## src/design/pie_pkg.sv

```systemverilog
// constants and register layout for the peripheral interrupt enable mask block
//////////////////////////////////////////////////////////////////////////////
//////////////////////////////////////////////////////////////////////////////
package pie_pkg;

  localparam int          ADDR_W = 8;
  localparam int          DATA_W = 32;

  // register byte offsets
  localparam logic [7:0]  OFF_CONTROL = 8'h00;
  localparam logic [7:0]  OFF_ENABLE1 = 8'h04;
  localparam logic [7:0]  OFF_ENABLE2 = 8'h08;
  localparam logic [7:0]  OFF_FLAGS   = 8'h0C;

  // interrupt_control_reg fields
  localparam int          CTL_GLOBAL_BIT = 7;
  localparam int          CTL_PERIPH_BIT = 6;

  // first enable register fields
  localparam int          EN1_SERIAL_BIT = 3;
  localparam int          EN1_CAPCMP_BIT = 2;
  localparam int          EN1_TMR2_BIT   = 1;
  localparam int          EN1_TMR1_BIT   = 0;
  localparam logic [7:0]  EN1_IMPL_MASK  = 8'h0F;

  // second enable register fields
  localparam int          EN2_OSC_BIT    = 7;
  localparam int          EN2_CMP2_BIT   = 6;
  localparam int          EN2_CMP1_BIT   = 5;
  localparam logic [7:0]  EN2_IMPL_MASK  = 8'hE0;

  // flag register: same layout as the merged enables
  localparam int          FLG_TMR1   = 0;
  localparam int          FLG_TMR2   = 1;
  localparam int          FLG_CAPCMP = 2;
  localparam int          FLG_SERIAL = 3;
  localparam int          FLG_CMP1   = 5;
  localparam int          FLG_CMP2   = 6;
  localparam int          FLG_OSC    = 7;
  localparam logic [7:0]  FLG_IMPL_MASK = 8'hEF;

  localparam logic [7:0]  RST_CONTROL = 8'h00;
  localparam logic [7:0]  RST_ENABLE  = 8'h00;
  localparam logic [7:0]  RST_FLAGS   = 8'h00;

endpackage

```

## src/design/pie_flag_bank.sv

```systemverilog
// sticky interrupt flags: hardware sets, read of the flag register clears
`timescale 1ns/10ps
module pie_flag_bank
  import pie_pkg::*;
(
  input  wire logic       clk_in,
  input  wire logic       srst_in,
  input  wire logic [7:0] set_in,
  input  wire logic [7:0] clr_in,
  output logic      [7:0] flags_out
);

  logic [7:0] flags_d;
  logic [7:0] flags_q;

  // an event in the clearing cycle survives: set wins
  always_comb begin
    flags_d = ((flags_q & ~clr_in) | set_in) & FLG_IMPL_MASK;
  end

  always_ff @(posedge clk_in) begin
    if (srst_in) begin
      flags_q <= RST_FLAGS;
    end else begin
      flags_q <= flags_d;
    end
  end

  assign flags_out = flags_q;

endmodule

```

## src/design/pie_irq_mask.sv

```systemverilog
// apb register file and per-source enable gating of peripheral interrupts
`timescale 1ns/10ps
module pie_irq_mask
  import pie_pkg::*;
(
  input  wire logic              clk_in,
  input  wire logic              srst_in,
  input  wire logic              psel_in,
  input  wire logic              penable_in,
  input  wire logic              pwrite_in,
  input  wire logic [ADDR_W-1:0] paddr_in,
  input  wire logic [DATA_W-1:0] pwdata_in,
  output logic      [DATA_W-1:0] prdata_out,
  output logic                   pready_out,
  output logic                   pslverr_out,
  input  wire logic              serial_port_event_in,
  input  wire logic              capcmp_one_event_in,
  input  wire logic              timer_two_match_event_in,
  input  wire logic              timer_one_overflow_event_in,
  input  wire logic              osc_fail_event_in,
  input  wire logic              comparator_one_event_in,
  input  wire logic              comparator_two_event_in,
  output logic                   irq_out
);

  //////////////////////////////////////////////////////////////////////////////
  // address decode

  function automatic logic reg_hit(input logic [ADDR_W-1:0] addr, input logic [7:0] off);
    reg_hit = (addr == off);
  endfunction

  function automatic logic is_mapped(input logic [ADDR_W-1:0] addr);
    is_mapped = reg_hit(addr, OFF_CONTROL) || reg_hit(addr, OFF_ENABLE1) ||
                reg_hit(addr, OFF_ENABLE2) || reg_hit(addr, OFF_FLAGS);
  endfunction

  logic access;
  logic wr_acc;
  logic rd_acc;

  // zero wait state: every access phase completes on its first edge
  assign access      = psel_in && penable_in;
  assign wr_acc      = access && pwrite_in;
  assign rd_acc      = access && !pwrite_in;
  assign pready_out  = 1'b1;
  assign pslverr_out = access && !is_mapped(paddr_in);

  //////////////////////////////////////////////////////////////////////////////
  // software registers

  logic [7:0] control_d;
  logic [7:0] control_q;
  logic [7:0] enable1_d;
  logic [7:0] enable1_q;
  logic [7:0] enable2_d;
  logic [7:0] enable2_q;

  always_comb begin
    control_d = control_q;
    enable1_d = enable1_q;
    enable2_d = enable2_q;
    if (wr_acc && reg_hit(paddr_in, OFF_CONTROL)) begin
      control_d = 8'h00;
      control_d[CTL_GLOBAL_BIT] = pwdata_in[CTL_GLOBAL_BIT];
      control_d[CTL_PERIPH_BIT] = pwdata_in[CTL_PERIPH_BIT];
    end
    if (wr_acc && reg_hit(paddr_in, OFF_ENABLE1)) begin
      enable1_d = pwdata_in[7:0] & EN1_IMPL_MASK;
    end
    if (wr_acc && reg_hit(paddr_in, OFF_ENABLE2)) begin
      enable2_d = pwdata_in[7:0] & EN2_IMPL_MASK;
    end
  end

  always_ff @(posedge clk_in) begin
    if (srst_in) begin
      control_q <= RST_CONTROL;
      enable1_q <= RST_ENABLE;
      enable2_q <= RST_ENABLE;
    end else begin
      control_q <= control_d;
      enable1_q <= enable1_d;
      enable2_q <= enable2_d;
    end
  end

  //////////////////////////////////////////////////////////////////////////////
  // flags

  logic [7:0]        flag_set;
  logic [7:0]        flag_clr;
  logic [7:0]        flags;
  logic [DATA_W-1:0] rdata_d;
  logic [DATA_W-1:0] rdata_q;

  // flags capture events with no regard to any enable bit
  always_comb begin
    flag_set             = 8'h00;
    flag_set[FLG_TMR1]   = timer_one_overflow_event_in;
    flag_set[FLG_TMR2]   = timer_two_match_event_in;
    flag_set[FLG_CAPCMP] = capcmp_one_event_in;
    flag_set[FLG_SERIAL] = serial_port_event_in;
    flag_set[FLG_CMP1]   = comparator_one_event_in;
    flag_set[FLG_CMP2]   = comparator_two_event_in;
    flag_set[FLG_OSC]    = osc_fail_event_in;
    // clear only what the setup snapshot reported, so an event during the read survives
    flag_clr             = (rd_acc && reg_hit(paddr_in, OFF_FLAGS)) ? rdata_q[7:0] : 8'h00;
  end

  pie_flag_bank u_flags (
    .clk_in    (clk_in),
    .srst_in   (srst_in),
    .set_in    (flag_set),
    .clr_in    (flag_clr),
    .flags_out (flags)
  );

  //////////////////////////////////////////////////////////////////////////////
  // gating toward the core

  logic [7:0] en_all;
  logic       irq_d;
  logic       irq_q;

  // enables merged into the flag layout; bit 4 has no source here
  assign en_all = {enable2_q[EN2_OSC_BIT], enable2_q[EN2_CMP2_BIT], enable2_q[EN2_CMP1_BIT],
                   1'b0, enable1_q[EN1_SERIAL_BIT], enable1_q[EN1_CAPCMP_BIT],
                   enable1_q[EN1_TMR2_BIT], enable1_q[EN1_TMR1_BIT]};

  // stale flags raise an interrupt as soon as enabled; software must clear first
  always_comb begin
    irq_d = control_q[CTL_GLOBAL_BIT] && control_q[CTL_PERIPH_BIT] && |(flags & en_all);
  end

  always_ff @(posedge clk_in) begin
    if (srst_in) begin
      irq_q <= 1'b0;
    end else begin
      irq_q <= irq_d;
    end
  end

  assign irq_out = irq_q;

  //////////////////////////////////////////////////////////////////////////////
  // read data, registered in the setup phase

  always_comb begin
    rdata_d = rdata_q;
    if (psel_in && !penable_in && !pwrite_in) begin
      rdata_d = '0;
      if (reg_hit(paddr_in, OFF_CONTROL)) rdata_d[7:0] = control_q;
      if (reg_hit(paddr_in, OFF_ENABLE1)) rdata_d[7:0] = enable1_q;
      if (reg_hit(paddr_in, OFF_ENABLE2)) rdata_d[7:0] = enable2_q;
      if (reg_hit(paddr_in, OFF_FLAGS))   rdata_d[7:0] = flags;
    end
  end

  always_ff @(posedge clk_in) begin
    if (srst_in) begin
      rdata_q <= '0;
    end else begin
      rdata_q <= rdata_d;
    end
  end

  assign prdata_out = rdata_q;

  //////////////////////////////////////////////////////////////////////////////
  // checks

  logic gate_on;
  assign gate_on = control_q[CTL_GLOBAL_BIT] && control_q[CTL_PERIPH_BIT];

  chk_serial_gate: assert property (@(posedge clk_in) disable iff (srst_in)
    (flags == 8'h08) |=> (irq_out == $past(gate_on && enable1_q[EN1_SERIAL_BIT])))
    else $error("serial request gating wrong");

  chk_capcmp_gate: assert property (@(posedge clk_in) disable iff (srst_in)
    (flags == 8'h04) |=> (irq_out == $past(gate_on && enable1_q[EN1_CAPCMP_BIT])))
    else $error("capture compare gating wrong");

  chk_tmr1_gate: assert property (@(posedge clk_in) disable iff (srst_in)
    (flags == 8'h01) |=> (irq_out == $past(gate_on && enable1_q[EN1_TMR1_BIT])))
    else $error("timer one gating wrong");

  chk_group_block: assert property (@(posedge clk_in) disable iff (srst_in)
    !control_q[CTL_PERIPH_BIT] |=> !irq_out)
    else $error("interrupt with group enable clear");

  chk_osc_gate: assert property (@(posedge clk_in) disable iff (srst_in)
    (flags == 8'h80) |=> (irq_out == $past(gate_on && enable2_q[EN2_OSC_BIT])))
    else $error("osc fail gating wrong");

  chk_cmp2_gate: assert property (@(posedge clk_in) disable iff (srst_in)
    (flags == 8'h40) |=> (irq_out == $past(gate_on && enable2_q[EN2_CMP2_BIT])))
    else $error("comparator two gating wrong");

  chk_cmp1_gate: assert property (@(posedge clk_in) disable iff (srst_in)
    (flags == 8'h20) |=> (irq_out == $past(gate_on && enable2_q[EN2_CMP1_BIT])))
    else $error("comparator one gating wrong");

  chk_flag_sets: assert property (@(posedge clk_in) disable iff (srst_in)
    (osc_fail_event_in && !enable2_q[EN2_OSC_BIT]) |=> flags[FLG_OSC])
    else $error("flag not set while disabled");

  chk_tmr2_gate: assert property (@(posedge clk_in) disable iff (srst_in)
    (flags == 8'h02) |=> (irq_out == $past(gate_on && enable1_q[EN1_TMR2_BIT])))
    else $error("timer two gating wrong");

  // forwarding as a whole
  chk_masked_quiet: assert property (@(posedge clk_in) disable iff (srst_in)
    ((flags & en_all) == 8'h00) |=> !irq_out)
    else $error("interrupt with every flag masked");

  chk_irq_forward: assert property (@(posedge clk_in) disable iff (srst_in)
    (gate_on && (flags & en_all) != 8'h00) |=> irq_out)
    else $error("enabled flag not forwarded");

  chk_global_block: assert property (@(posedge clk_in) disable iff (srst_in)
    !control_q[CTL_GLOBAL_BIT] |=> !irq_out)
    else $error("interrupt with global enable clear");

  chk_irq_cause: assert property (@(posedge clk_in) disable iff (srst_in)
    irq_out |-> $past(gate_on && (flags & en_all) != 8'h00))
    else $error("interrupt without an enabled flag");

  // flag behaviour
  chk_set_wins: assert property (@(posedge clk_in) disable iff (srst_in)
    (flag_set != 8'h00) |=> ((flags & $past(flag_set)) == $past(flag_set)))
    else $error("event lost against a clear");

  chk_flags_hold: assert property (@(posedge clk_in) disable iff (srst_in)
    (flag_set == 8'h00 && flag_clr == 8'h00) |=> (flags == $past(flags)))
    else $error("flag changed with no event and no read");

  chk_read_clears: assert property (@(posedge clk_in) disable iff (srst_in)
    (rd_acc && reg_hit(paddr_in, OFF_FLAGS) && flag_set == 8'h00) |=>
      ((flags & $past(rdata_q[7:0])) == 8'h00))
    else $error("reported flag not cleared by read");

  chk_unreported_kept: assert property (@(posedge clk_in) disable iff (srst_in)
    (rd_acc && reg_hit(paddr_in, OFF_FLAGS)) |=>
      ((($past(flags) & ~$past(rdata_q[7:0])) & ~flags) == 8'h00))
    else $error("unreported flag lost by read");

  chk_flags_ro: assert property (@(posedge clk_in) disable iff (srst_in)
    (wr_acc && reg_hit(paddr_in, OFF_FLAGS)) |=> (flags == ($past(flags) | $past(flag_set))))
    else $error("flag register changed by a write");

  // bus side
  chk_ctl_write: assert property (@(posedge clk_in) disable iff (srst_in)
    (wr_acc && reg_hit(paddr_in, OFF_CONTROL)) |=>
      (control_q[CTL_PERIPH_BIT] == $past(pwdata_in[CTL_PERIPH_BIT])))
    else $error("group enable write lost");

  chk_global_write: assert property (@(posedge clk_in) disable iff (srst_in)
    (wr_acc && reg_hit(paddr_in, OFF_CONTROL)) |=>
      (control_q[CTL_GLOBAL_BIT] == $past(pwdata_in[CTL_GLOBAL_BIT])))
    else $error("global enable write lost");

  chk_en1_write: assert property (@(posedge clk_in) disable iff (srst_in)
    (wr_acc && reg_hit(paddr_in, OFF_ENABLE1)) |=>
      (enable1_q == ($past(pwdata_in[7:0]) & EN1_IMPL_MASK)))
    else $error("first enable register write wrong");

  chk_en2_write: assert property (@(posedge clk_in) disable iff (srst_in)
    (wr_acc && reg_hit(paddr_in, OFF_ENABLE2)) |=>
      (enable2_q == ($past(pwdata_in[7:0]) & EN2_IMPL_MASK)))
    else $error("second enable register write wrong");

  chk_unmapped_inert: assert property (@(posedge clk_in) disable iff (srst_in)
    (wr_acc && !is_mapped(paddr_in)) |=>
      (control_q == $past(control_q) && enable1_q == $past(enable1_q) &&
       enable2_q == $past(enable2_q)))
    else $error("unmapped write changed a register");

  chk_unmapped_zero: assert property (@(posedge clk_in) disable iff (srst_in)
    (psel_in && !penable_in && !pwrite_in && !is_mapped(paddr_in)) |=> (prdata_out == '0))
    else $error("unmapped read data not zero");

  chk_rdata_flags: assert property (@(posedge clk_in) disable iff (srst_in)
    (psel_in && !penable_in && !pwrite_in && reg_hit(paddr_in, OFF_FLAGS)) |=>
      (prdata_out[7:0] == $past(flags)))
    else $error("flag read data wrong");

  chk_rdata_stands: assert property (@(posedge clk_in) disable iff (srst_in)
    access |=> $stable(prdata_out))
    else $error("read data moved in the access phase");

  cov_irq_raised: cover property (@(posedge clk_in) disable iff (srst_in)
    !irq_out ##1 irq_out);
  cov_flag_read: cover property (@(posedge clk_in) disable iff (srst_in)
    (rd_acc && reg_hit(paddr_in, OFF_FLAGS) && flags != 8'h00));
  cov_set_on_clear: cover property (@(posedge clk_in) disable iff (srst_in)
    (rd_acc && reg_hit(paddr_in, OFF_FLAGS) && flag_set != 8'h00));
  cov_group_held: cover property (@(posedge clk_in) disable iff (srst_in)
    (flags != 8'h00 && control_q[CTL_GLOBAL_BIT] && !control_q[CTL_PERIPH_BIT]));
  cov_unmapped_err: cover property (@(posedge clk_in) disable iff (srst_in)
    pslverr_out);

endmodule

```

## config.mk

```make
export PLATFORM = sky130hd
export DESIGN_NAME = pie_irq_mask
export DESIGN_NICKNAME = d
export VERILOG_FILES = /design/src/design/pie_pkg.sv /design/src/design/pie_flag_bank.sv /design/src/design/pie_irq_mask.sv
export SDC_FILE = /design/constraint.sdc
export NUM_CORES = 1
export LEC_CHECK = 0
export BUFFER_PORTS_ARGS = -buffer_cell sky130_fd_sc_hd__buf_4
export CAP_MARGIN = 20
export CORE_AREA = 2 2 78 50
export DETAILED_ROUTE_END_ITERATION = 16
export DIE_AREA = 0 0 80 52
export GPL_TIMING_DRIVEN = 0
export PLACE_DENSITY = 0.75
export SLEW_MARGIN = 10
export SYNTH_ARGS = -nofsm -noshare
export SYNTH_HDL_FRONTEND = slang
export SYNTH_SLANG_ARGS = --single-unit
export TNS_END_PERCENT = 5
```

## constraint.sdc

```tcl
create_clock -name clk_in -period 1.7 [get_ports clk_in]
set_input_delay 0.085 -clock clk_in [delete_from_list [all_inputs] [get_ports clk_in]]
set_output_delay 0.085 -clock clk_in [all_outputs]
set_load 0.01 [all_outputs]
```

**Yosys cells after proc, flatten, opt, wreduce, memory -nomap -nowiden**

Index checks and enable logic that the tools add are counted.

- Reduce and logical (&&, ||, !) cells: 20
- Bitwise operators: 4
- Equal/unequal tests: 3
- Mux-type cells: 5

Operator list:

| kind | count |
|---|---|
| $mux W8 | 5 |
| $and A8 B8 Y8 | 2 |
| $eq A8 B4 Y1 const B | 2 |
| $logic_and A1 B1 Y1 | 12 |
| $eq A8 B3 Y1 const B | 1 |
| $logic_not A8 Y1 | 1 |
| $not A8 Y8 | 1 |
| $or A8 B8 Y8 | 1 |
| $reduce_or A8 Y1 | 1 |
| $logic_not A1 Y1 | 3 |
| $logic_or A1 B1 Y1 | 3 |

- Word-level logic and storage cells: 39
- Bits in registers: 26
- Output and inout port bits: 35
- Input port bits: 52

**Logic depth before layout (Yosys ltp)**

- Depth after elaboration: 7
- Gate-level depth with buffers: 4
- Depth with buffers taken out: 3

**By module**

From an unflattened synthesis, not the netlist that was laid out.

- Cells, all modules: 154
- Area total of the unflattened synthesis: 1536.5 um^2

Modules (own cells, without submodules):

| module | sequential area each (um^2) | area an instance (um^2) | cells an instance | times used |
|---|---|---|---|---|
| pie_irq_mask | 360.3 | 1227.4 | 124 | 1 |
| pie_flag_bank | 140.1 | 309.0 | 30 | 1 |

**Least setup slack after synthesis**

No wires, ideal clock.

- Kind: input to register
- From: in paddr_in[1]
- To: reg rdata_q[6] (netlist: prdata_out[6])
- Data required time: 1633 ps
- Stages on the path: 4
- Slack: 241 ps
- Buffers on the path: 1
- Setup time: 67 ps
- Arrival time: 1392 ps
- Cell sequence: or4_4 -> buf_6 -> or4_4 -> o21ai_2

- Longest elaborated chain between the ends: 5
- Elaborated cells on any way between the ends: 8
- Those cells by class: 3 x eq/ne; 4 x mux; 1 x reduce/logical

RTL lines:

| item | line | text |
|---|---|---|
| start: declaration | pie_irq_mask.sv:11 | `input wire logic [ADDR_W-1:0] paddr_in,` |
| $logic_not A8 Y1 | pie_irq_mask.sv:30 | `reg_hit = (addr == off);` |
| $mux W8 | pie_irq_mask.sv:153 | `if (reg_hit(paddr_in, OFF_CONTROL)) rdata_d[7:0] = control_q;` |
| $mux W8 | pie_irq_mask.sv:154 | `if (reg_hit(paddr_in, OFF_ENABLE1)) rdata_d[7:0] = enable1_q;` |
| $mux W8 | pie_irq_mask.sv:155 | `if (reg_hit(paddr_in, OFF_ENABLE2)) rdata_d[7:0] = enable2_q;` |
| $mux W8 * | pie_irq_mask.sv:156 | `if (reg_hit(paddr_in, OFF_FLAGS)) rdata_d[7:0] = flags;` |
| end signal: assignment | pie_irq_mask.sv:164 | `rdata_q <= rdata_d;` |
| end: declaration | pie_irq_mask.sv:95 | `logic [DATA_W-1:0] rdata_q;` |

Every way passes the cells marked *; elsewhere a longest branch is shown, timed or not.
A chain may end at the register's enable or synchronous reset.

**Final worst setup path**

- From: in paddr_in[1]
- To: out pslverr_out

- Longest elaborated chain between the ends: 6
- Elaborated cells on any way between the ends: 9
- Those cells by class: 3 x eq/ne; 6 x reduce/logical

RTL lines:

| item | line | text |
|---|---|---|
| $eq A8 B3 Y1 / $logic_not A8 Y1 (equally long branches) | pie_irq_mask.sv:30 |  |
| $logic_or A1 B1 Y1 (2 in a row) | pie_irq_mask.sv:34 | `is_mapped = reg_hit(addr, OFF_CONTROL) \|\| reg_hit(addr, OFF_ENABLE1) \|\|` |
| $logic_or A1 B1 Y1 * | pie_irq_mask.sv:35 | `reg_hit(addr, OFF_ENABLE2) \|\| reg_hit(addr, OFF_FLAGS);` |
| $logic_not A1 Y1 * | pie_irq_mask.sv:47 | `assign pslverr_out = access && !is_mapped(paddr_in);` |
| $logic_and A1 B1 Y1 * | pie_irq_mask.sv:47 |  |
| end: declaration | pie_irq_mask.sv:15 | `output logic pslverr_out,` |

Marks and branches as above.

==> results.sh <==
export IMPL_portBuffers=34
export IMPL_rrSetupSlack_ns=0.61
export IMPL_hold_buffers=0
export IMPL_power_frac_seq_pct=51.8
export IMPL_fin_crit_sh_pct=92.2
export IMPL_drv_cap=0
export IMPL_fmax_ghz=0.638
export IMPL_synth_area_leaders="dfxtp_1 (33%), buf_4 (14%), nand2b_1 (7.4%)"
export IMPL_die_x_microns=80
export IMPL_grt_max_degree=13
export IMPL_asyncSetResetFlopFracSynth_pct=0
export IMPL_clock_latency_ns=0.26
export IMPL_pre_cts_slack_ns=-0.0109
export IMPL_gp_congestion=0.896
export IMPL_timing_final_max_slew_violations=0
export IMPL_dr_pass1_iters=4
export IMPL_p_leak_nw=0.839
export IMPL_worst_pin_slew_ns=0.673
export IMPL_ant_nets=0
export IMPL_slew_headroom_pct=54.7
export IMPL_finClkSkew_ns=0.00365
export IMPL_drt_iter0_drc=70
export IMPL_routed_via_density=4.55
export IMPL_min_to="enable1_q[3]$_SDFFE_PP0P_"
export IMPL_fp_dieH_microns=52
export IMPL_intPower_mw=0.847
export IMPL_setup_slack_ns=0.132
export IMPL_overflow=0
export IMPL_clkSinkCount=24
export IMPL_synth_avg_cell_area_sq_um=9.26
export IMPL_swShare_pct=24.9
export IMPL_ios=87
export IMPL_r2r_end="irq_out$_SDFF_PP0_"
export IMPL_required_ns=1.62
export IMPL_ys_warn_count=0
export IMPL_track_usage_pct=15.8
export IMPL_post_cts_resized=0
export IMPL_power_density_nw_per_um2=596
export IMPL_cts_inserted_buffers=3
export IMPL_pwr_share_comb_pct=18.9
export IMPL_r2r_cells=3
export IMPL_vias=1202
export IMPL_synth_cells=156
export IMPL_grt_pass1_wl_mm=5.02
export IMPL_wirelength_mm=3.18
export IMPL_clock_root_buffer="clkbuf_8"
export IMPL_clockBufferDepth=2
export IMPL_syn_area_sq_um=1450
export IMPL_tns_ns=0
export IMPL_hold_class="input pin to flip-flop"
export IMPL_synth_cell_types=36
export IMPL_synth_seq_cells=24
export IMPL_crit_path_start_kind="input pin"
export IMPL_criticalPathCategory="input pin to output pin"
export IMPL_ys_seq_area_share_pct=33.2
export IMPL_htreeDepth=1
export IMPL_yosysMostFrequentCell="buf_4"
export IMPL_switchingPower_mw=0.280
export IMPL_synth_area_leader_cell="dfxtp_1"
export IMPL_synthToLayoutAreaGrowth_pct=30.8
export IMPL_clk_pin_slew_ns=0.08
export IMPL_status="complete, no violations"
export IMPL_cts_setup_buffers=0
export IMPL_cp_data_arrival_time_ns=1.48
export IMPL_antenna_found_initial=0
export IMPL_hp_start="pwdata_in[3]"
export IMPL_multiInputGateArea_sq_um=795
export IMPL_fin_util_pct=54.2
export IMPL_drive_gt1_share_pct=37.8
export IMPL_synth_flop_cell="dfxtp_1"
export IMPL_regArea_sq_um=480
export IMPL_rsz0062_at_grt="no"
export IMPL_drt_wirelength_per_cell_microns=12.0
export IMPL_num_rows=17
export IMPL_vdd_drop_max_v=0.000470
export IMPL_diodes=0
export IMPL_hold_viol=0
export IMPL_drcViolationCount=0
export IMPL_nets=271
export IMPL_setup_viol=0
export IMPL_critPathMaxFanout=6
export IMPL_grt_pass1_vias=1058
export IMPL_hold_path_depth=3
export IMPL_p_clk_share_pct=29.2
export IMPL_initial_utilization_pct=41.4
export IMPL_netlist_top_cells_count="buf_4 (26), dfxtp_1 (24), nand2b_1 (17)"
export IMPL_cp_end_kind="output pin"
export IMPL_fin_crit_ns=1.57
export IMPL_nFillCells=345
export IMPL_cts_tree="built"
export IMPL_synth_edf_count=0
export IMPL_fp_dieArea_sq_um=4160
export IMPL_hold_slack_ns=0.0854
export IMPL_reg2reg_from="u_flags.flags_out[5]$_SDFF_PP0_"
export IMPL_hpwl_mm=2.53
export IMPL_synth_top_cell_area_share_pct=33.2
export IMPL_fp_coreArea_sq_um=3490
==> cell usage in the layout, fill, tap and decap left out, types with 3 or more instances in the layout <==
cell / count
inv_1: 8
clkbuf_1: 5
nand3b_1: 3
a311oi_1: 7
mux2i_1: 10
conb_1: 26
clkbuf_8: 3
nand2b_1: 17
mux2_2: 6
dfxtp_1: 24
nand4_1: 5
a21oi_1: 4
nand2_1: 4
buf_4: 60
nor2_1: 8
==> sequential cells by signal (all words and copies together) (netlist names) <==
| signal | cells |
|---|---|
| prdata_out | 7 |
| control_q | 2 |
| irq_out | 1 |
| u_flags.flags_out | 7 |
| enable1_q | 4 |
| enable2_q | 3 |
==> per-stage QoR <==
| stage | std cells | area [sq um] | power (mW) |
|---|---|---|---|
| global placement | 261 | 1850 | 0.805 |
| floorplan | 180 | 1540 | 0.734 |
| global route | 264 | 1890 | 1.18 |
| finish | 264 | 1890 | 1.13 |
| detailed placement | 261 | 1850 | 0.808 |
| CTS | 264 | 1890 | 1.13 |
==> per-layer routing <==
layer / GRT usage [%] / vias up / part of all wire (%)
met5: 0 / - / 0
met3: 4.34 / 2 / 6.8
li1: - / 621 / -
met2: 24.0 / 35 / 42
met1: 22.4 / 544 / 50
met4: 3.39 / 0 / 0.35
==> kinds of logic after synthesis <==
group           after synthesis  share of synthesized area, %
other cells                   2                         0.520
flops                        24                          33.2
buf+inv                      41                          18.0
compound gates               20                          11.4
mux                          16                          11.6
simple gates                 53                          25.2
==> power by group through the flow <==
stage	Clock [mW]	Combinational [mW]	Sequential [mW]
3_5_place_dp	0	0.210	0.598
3_3_place_gp	0	0.208	0.597
2_1_floorplan	0	0.141	0.593
6_report	0.329	0.213	0.584
5_1_grt	0.360	0.234	0.586
4_1_cts	0.340	0.210	0.584
==> worst max-delay path by stage <==
| stage | endpoint | cells past startpoint | from | slack, ns |
|---|---|---|---|---|
| 2_1_floorplan | prdata_out[6]$_SDFFE_PP0P_ | 4 | paddr_in[1] | 0.24 |
| 3_3_place_gp | u_flags.flags_out[5]$_SDFF_PP0_ | 5 | paddr_in[1] | 0.02 |
| 3_5_place_dp | u_flags.flags_out[7]$_SDFF_PP0_ | 5 | paddr_in[1] | -0.01 |
| 4_1_cts | pslverr_out | 6 | paddr_in[1] | 0.14 |
| 5_1_grt | pslverr_out | 6 | paddr_in[1] | 0.11 |
| 6_report | pslverr_out | 6 | paddr_in[1] | 0.13 |
==> worst max-delay path, cell delays in order <==
cell    delay (ns)
buf_4         0.11
or4_4         0.52
buf_6         0.15
or2_1         0.27
and3_1        0.19
buf_4         0.14
==> cell type report <==
class / count / share of cell area, %
repair buffers: 34 / 13.5
inverters: 8 / 1.59
flip-flops and latches: 24 / 25.4
clock buffers: 3 / 2.18
well taps: 47 / 3.11
multi-input cells: 115 / 42.0
plain buffers: 33 / 12.2
Power figures use the tool's default switching activity.
